$ cat src/rtl/dsp_exec_params.svh
// Constants for the add, logic and branch execution unit.
// Assumes inclusion by bare name from design files only.
`ifndef DSP_EXEC_PARAMS_SVH
`define DSP_EXEC_PARAMS_SVH
`define DW          16
`define AW          32
`define PCW         12
`define IDXW        9
`define ACC_RST     32'h0000_0000
`define PC_RST      12'h000
`define PC_STEP1    12'h001
`define PC_STEP2    12'h002
`define IDX_STEP    9'h001
`define SYNC_STAGES 3
`endif

$ cat src/rtl/dsp_exec_pkg.sv
// Types shared by the execution unit files.
// Assumes the params header is compiled alongside.
package dsp_exec_pkg;
    typedef enum logic [3:0] {
        op_none,
        op_add_unsigned_word,
        op_and_low,
        op_accumulate_product,
        op_branch,
        op_loop_branch_index_nonzero,
        op_branch_sum_nonnegative,
        op_branch_sum_positive,
        op_branch_sum_nonpositive,
        op_branch_sum_negative,
        op_branch_on_pin_low
    } exec_op_e;
    typedef enum logic [1:0] {
        st_idle,
        st_fetch2
    } exec_state_e;
endpackage

$ cat src/rtl/pin_sync.sv
// Three-stage synchroniser for one asynchronous pin.
// Assumes a single clock; output changes once stages two and three agree.
`timescale 1ns/1ps
`include "dsp_exec_params.svh"
module pin_sync (
    // Clock and control
    input  wire logic core_clk_in,
    input  wire logic rst_in,
    input  wire logic clk_en_in,
    input  wire logic reset_level_in,
    // Pin
    input  wire logic pin_in,
    output logic      level_out
);
    logic [`SYNC_STAGES-1:0] stage;
    wire                     agree = (stage[`SYNC_STAGES-2] ==
                                      stage[`SYNC_STAGES-1]);

    always_ff @(posedge core_clk_in) begin
        if (rst_in) begin
            stage     <= {`SYNC_STAGES{reset_level_in}};
            level_out <= reset_level_in;
        end else if (clk_en_in) begin
            stage <= {stage[`SYNC_STAGES-2:0], pin_in};
            if (agree) begin
                level_out <= stage[`SYNC_STAGES-1];
            end
        end
    end
endmodule

$ cat src/rtl/dsp_add_logic_branch_exec.sv
// Execution unit for unsigned add, low mask, product accumulate and branches.
// Assumes an outside decoder presents one op per cycle when op_ready_out
// is high, with the data word already read; branch second words arrive on
// prog_word_in with prog_valid_in.
`timescale 1ns/1ps
`include "dsp_exec_params.svh"
// Functional notes
// - Unsigned add: zero-extended word, one cycle
// - Mask: AND low half, clear upper bits
// - Add product register into accumulator, one cycle
// - Branch loads counter from second word
// - Loop branch: nonzero index jumps and decrements
// - Zero index: skip two, still decrement
// - Index decrement wraps modulo 512
// - Jump when accumulator nonnegative, else skip
// - Jump when accumulator strictly positive, else skip
// - Jump when test pin low, else skip
// - Jump when accumulator nonpositive, else skip
// - Jump when accumulator negative, else skip
module dsp_add_logic_branch_exec (
    // Clock, reset, enable
    input  wire logic                  core_clk_in,
    input  wire logic                  rst_in,
    input  wire logic                  clk_en_in,
    // Operation request
    input  wire logic                  op_valid_in,
    input  wire dsp_exec_pkg::exec_op_e op_in,
    input  wire logic [`DW-1:0]        data_word_in,
    input  wire logic [`AW-1:0]        product_in,
    input  wire logic                  index_select_in,
    // Program memory second word
    input  wire logic                  prog_valid_in,
    input  wire logic [`DW-1:0]        prog_word_in,
    // External pin, active low
    input  wire logic                  external_test_input_n_in,
    // State out
    output logic [`AW-1:0]             acc_out,
    output logic [`PCW-1:0]            pc_out,
    output logic [`IDXW-1:0]           index0_out,
    output logic [`IDXW-1:0]           index1_out,
    output logic                       op_ready_out,
    output logic                       prog_fetch_out
);
    // ****************************************
    // Pin synchroniser
    // ****************************************
    logic pin_level;

    pin_sync u_pin_sync (
        .core_clk_in    (core_clk_in),
        .rst_in         (rst_in),
        .clk_en_in      (clk_en_in),
        .reset_level_in (1'b1),
        .pin_in         (external_test_input_n_in),
        .level_out      (pin_level)
    );

    // ****************************************
    // State
    // ****************************************
    dsp_exec_pkg::exec_state_e state;
    dsp_exec_pkg::exec_op_e    held_op;
    logic [`IDXW-1:0]          index [2];
    logic                      held_sel;

    // ****************************************
    // Decode
    // ****************************************
    wire take = op_valid_in && op_ready_out;
    wire two_word = take &&
        (op_in != dsp_exec_pkg::op_none) &&
        (op_in != dsp_exec_pkg::op_add_unsigned_word) &&
        (op_in != dsp_exec_pkg::op_and_low) &&
        (op_in != dsp_exec_pkg::op_accumulate_product);

    // Zero extension keeps the upper half free of sign bits
    wire [`AW-1:0] ext_word   = {{(`AW-`DW){1'b0}}, data_word_in};
    wire [`AW-1:0] sum_word   = acc_out + ext_word;
    wire [`AW-1:0] mask_word  = {{(`AW-`DW){1'b0}},
                                 acc_out[`DW-1:0] & data_word_in};
    wire [`AW-1:0] sum_prod   = acc_out + product_in;

    wire acc_neg  = acc_out[`AW-1];
    wire acc_zero = (acc_out == {`AW{1'b0}});

    wire [`IDXW-1:0] cur_idx  = index[held_sel];
    wire             idx_nz   = (cur_idx != {`IDXW{1'b0}});
    wire [`IDXW-1:0] idx_dec  = cur_idx - `IDX_STEP;

    logic jump;
    always_comb begin
        case (held_op)
            dsp_exec_pkg::op_branch:
                jump = 1'b1;
            dsp_exec_pkg::op_loop_branch_index_nonzero:
                jump = idx_nz;
            dsp_exec_pkg::op_branch_sum_nonnegative:
                jump = !acc_neg;
            dsp_exec_pkg::op_branch_sum_positive:
                jump = !acc_neg && !acc_zero;
            dsp_exec_pkg::op_branch_sum_nonpositive:
                jump = acc_neg || acc_zero;
            dsp_exec_pkg::op_branch_sum_negative:
                jump = acc_neg;
            dsp_exec_pkg::op_branch_on_pin_low:
                jump = !pin_level;
            default:                                    jump = 1'b0;
        endcase
    end

    wire finish = (state == dsp_exec_pkg::st_fetch2) && prog_valid_in;
    // Upper four bits of the second word are dropped
    wire [`PCW-1:0] target = prog_word_in[`PCW-1:0];
    // The counter already stepped once past the first word
    wire [`PCW-1:0] skip   = pc_out + `PC_STEP1;

    logic [`AW-1:0] next_acc;
    always_comb begin
        next_acc = acc_out;
        if (take) begin
            case (op_in)
                dsp_exec_pkg::op_add_unsigned_word:  next_acc = sum_word;
                dsp_exec_pkg::op_and_low:            next_acc = mask_word;
                dsp_exec_pkg::op_accumulate_product: next_acc = sum_prod;
                default:                             next_acc = acc_out;
            endcase
        end
    end

    // ****************************************
    // Registers
    // ****************************************
    always_ff @(posedge core_clk_in) begin
        if (rst_in) begin
            state          <= dsp_exec_pkg::st_idle;
            held_op        <= dsp_exec_pkg::op_none;
            held_sel       <= 1'b0;
            acc_out        <= `ACC_RST;
            pc_out         <= `PC_RST;
            index[0]       <= {`IDXW{1'b0}};
            index[1]       <= {`IDXW{1'b0}};
            index0_out     <= {`IDXW{1'b0}};
            index1_out     <= {`IDXW{1'b0}};
            op_ready_out   <= 1'b1;
            prog_fetch_out <= 1'b0;
        end else if (clk_en_in) begin
            acc_out <= next_acc;
            case (state)
                dsp_exec_pkg::st_idle: begin
                    if (take) begin
                        pc_out <= pc_out + `PC_STEP1;
                    end
                    if (two_word) begin
                        state          <= dsp_exec_pkg::st_fetch2;
                        held_op        <= op_in;
                        held_sel       <= index_select_in;
                        op_ready_out   <= 1'b0;
                        prog_fetch_out <= 1'b1;
                    end
                end
                dsp_exec_pkg::st_fetch2: begin
                    if (finish) begin
                        pc_out         <= jump ? target : skip;
                        state          <= dsp_exec_pkg::st_idle;
                        op_ready_out   <= 1'b1;
                        prog_fetch_out <= 1'b0;
                        if (held_op ==
                            dsp_exec_pkg::op_loop_branch_index_nonzero) begin
                            index[held_sel] <= idx_dec;
                            if (held_sel) begin
                                index1_out <= idx_dec;
                            end else begin
                                index0_out <= idx_dec;
                            end
                        end
                    end
                end
                default: state <= dsp_exec_pkg::st_idle;
            endcase
        end
    end
endmodule

$ cat config.mk
export PLATFORM = sky130hd
export DESIGN_NAME = dsp_add_logic_branch_exec
export DESIGN_NICKNAME = d
export VERILOG_FILES = /design/src/rtl/dsp_exec_pkg.sv /design/src/rtl/pin_sync.sv /design/src/rtl/dsp_add_logic_branch_exec.sv
export VERILOG_INCLUDE_DIRS = /design/src /design/src/rtl
export SDC_FILE = /design/constraint.sdc
export NUM_CORES = 1
export LEC_CHECK = 0
export BUFFER_PORTS_ARGS = -buffer_cell sky130_fd_sc_hd__buf_2
export CORE_UTILIZATION = 35
export DETAILED_ROUTE_END_ITERATION = 10
export GPL_TIMING_DRIVEN = 0
export SYNTH_ARGS = -nofsm -noshare
export SYNTH_HDL_FRONTEND = slang
export SYNTH_SLANG_ARGS = --single-unit
$ cat constraint.sdc
create_clock -name core_clk_in -period 3.1 [get_ports core_clk_in]
set_clock_uncertainty 0.1 [all_clocks]
set_input_delay 0.155 -clock core_clk_in [delete_from_list [all_inputs] [get_ports core_clk_in]]
set_output_delay 0.155 -clock core_clk_in [all_outputs]
set_load 0.05 [all_outputs]
==> flow_summary.ini <==
[sta]
final.min_clock_period_ps = 3000
relSlewSlack = 0.261
hold_viol = 0
maxSlewViolCount = 0
finalCritPeriodShare = 0.969
setup_violations = 0
fin_ws_ps = 95.2
fin_hold_ws_ps = 6.48
clock.fmax_mhz = 333
worst_pin_slew_ps = 1100

[routing]
postRouteAntennaNets = 0
vias_per_cell = 5.32
wire_per_inst_um = 16.1
dr_total_vias = 5865
drt-initial-drc-count = 360
firstDrtPassIters = 5
drc_errors = 0
drt_wl_total_mm = 17.7

[global_route]
grt_max_degree = 21
track_usage = 0.198
antenna_found_initial = 0
grt_pass1_vias = 5336
grt_pass1_wl_mm = 27.7
grt.overflow.total = 0

[yosys]
synth.top_cell.area_share = 0.244
ys_top_cells_by_count = dfxtp_1 (74), nor2_1 (72), nand2_1 (62)
synth_ff_type = dfxtp_1
syn-num-nets = 833
synth_edf_count = 18
ys_warn_count = 0
synth_cell_types = 62
synth_area_leaders = dfxtp_1 (24%), edfxtp_1 (8.9%), ha_1 (7.4%)
ys_ff_latch = 92
yosysMostFrequentCell = dfxtp_1
syn_avg_cell_area_um2 = 8.42
yosysSeqAreaShare = 0.333
yosysTopAreaCell = dfxtp_1
async_reset_ff_frac = 0
synthCells = 721
synth_area_um2 = 6070

[final_layout]
drive_gt1_frac = 0.262
layout.nets = 989
antenna_cells = 0
multi_input_area_um2 = 4050
syn2layout_area_growth_pct = 26.8
register_area_um2 = 2020
final-instance-count-excl-fill = 1102
final.fill_count = 1713

[die]
initial_core_util = 0.362
rows = 47
dieArea_um2 = 17900
fp.coreArea_um2 = 16800
io_pins = 139
die_h_um = 134
die_w_um = 134

[min_path]
worstHoldPathType = in2reg

[clocking]
cts_sinks = 92
cts_tree = done
h-tree-depth = 3
cts_buffer_depth = 2
insertion_delay_ps = 360
numCtsBuffers = 9
root_buffer = clkbuf_16
path_clk_slew_ps = 70

[pwr]
vdd_drop_max_v = 0.000267
cellPowerDensity_nw_per_um2 = 360
p_leak_nw = 3.46
total_power_mw = 2.77

[placement]
place_hpwl_mm = 13.1
dp.cells = 1074
numPortBuffers = 133
gp_congestion = 0.900
post-place-ws_ps = -1060

[worst_setup_path]
worstPathMaxFanout = 5
crit_path_end_kind = flip-flop
path_class = in2reg
required_ps = 3250
arrival_ps = 3160
critPathLaunchType = input port
rrSetupSlack_ps = 210

[run_status]
status = complete, no violations

[job]
cap_violations = 0
-- through the flow --
step | utilization | TNS (ps) | cell area (µm²)
final | 0.459 | 0 | 7700
after global routing | 0.459 | -29.5 | 7700
after CTS | 0.448 | 0 | 7500
after detailed placement | 0.419 | -19300 | 7030
after global placement | 0.419 | -17990 | 7030
after floorplan | - | -5.14 | 6090
-- state kept, by name (all words and copies together) (netlist names), 3 cells and up, named ones only --
| signal | cells |
|---|---|
| acc_out | 32 |
| held_op | 4 |
| index | 18 |
| index0_out | 9 |
| index1_out | 9 |
| pc_out | 12 |
| u_pin_sync.stage | 3 |
-- worst paths after layout --
| check | start | to | cells after the start |
|---|---|---|---|
| worst min register to register | index1_out[7] | index1_out[7] | 1 |
| worst max-delay path | op_in[0] | acc_out[30] | 17 |
| worst min-delay path | op_in[2] | held_op[2] | 3 |
| worst max register to register | flip-flop | pc_out[4] | 12 |
-- worst max-delay path: stages --
cell and delay [ps]:
clkbuf_4 140, nand2_2 60, nor3_4 160, buf_12 150
clkbuf_16 150, mux2_4 310, ha_4 170, inv_2 50
fa_2 210, nor2b_1 50, o21a_1 210, o21ai_4 230
a21oi_4 110, o211ai_4 250, a211oi_2 110, or3_1 390
a32o_1 250
-- timing repair --
item,in CTS,in global routing
pin swaps,6,11
endpoints found under the setup margin,26,20
hold buffers,4,0
buffers inserted,6,4
resized for setup,18,35
endpoints found under the hold margin,5,0
cloned,0,1
-- power by group --
| group | total (mW) | leakage (nW) | internal, mW | switching [mW] |
|---|---|---|---|---|
| sequential | 1.25 | 0.784 | 1.24 | 0.0172 |
| combinational | 0.353 | 2.52 | 0.148 | 0.205 |
| clock | 1.17 | 0.153 | 0.583 | 0.583 |
-- metal layers --
layer / routed length, µm / share of wire / GRT usage / vias up
li1: - / - / - / 2964
met1: 8810 / 0.50 / 0.279 / 2740
met2: 7840 / 0.44 / 0.304 / 150
met3: 881 / 0.050 / 0.0392 / 11
met4: 180 / 0.010 / 0.0574 / 0
met5: 0 / 0 / 0 / -
-- cell families after synthesis --
family | count (synthesis) | synth area share
XOR/XNOR | 27 | 0.0390
buffers and inverters | 52 | 0.0355
AO/OA/AOI/OAI | 220 | 0.241
flip-flops | 92 | 0.333
adder cells (fa/ha/maj) | 37 | 0.0775
multiplexers | 40 | 0.0697
AND/OR/NAND/NOR | 253 | 0.204
-- cell usage in the layout (no fill, tap or decap), drive strengths merged, types with 4 or more instances in the layout --
cell         count
ha              36
dfxtp           74
a211oi           6
a211o            8
mux2i           22
and3             5
clkbuf          33
nor4             8
nand2b           9
nor3            17
a21oi           59
xor2            10
buf            152
nand3           16
o21a             6
nor3b            4
a2bb2oi          9
or3             12
nand4            7
dlygate4sd3      4
o211ai          20
inv             21
o31ai            5
o21bai           7
nor2b           13
xnor2           17
a21o            37
and2            17
nand2           62
mux2            18
edfxtp          18
o21ai           40
nor2            72
a31oi            4
-- cell type report --
cell class              instances  area share
clock buffers                   9      0.0293
clock inverters                 7      0.0112
well taps                     220      0.0358
repair buffers                148       0.105
inverters                      17     0.00829
multi-input cells             577       0.526
plain buffers                  32      0.0218
flip-flops and latches         92       0.263
Power figures use the tool's default switching activity.
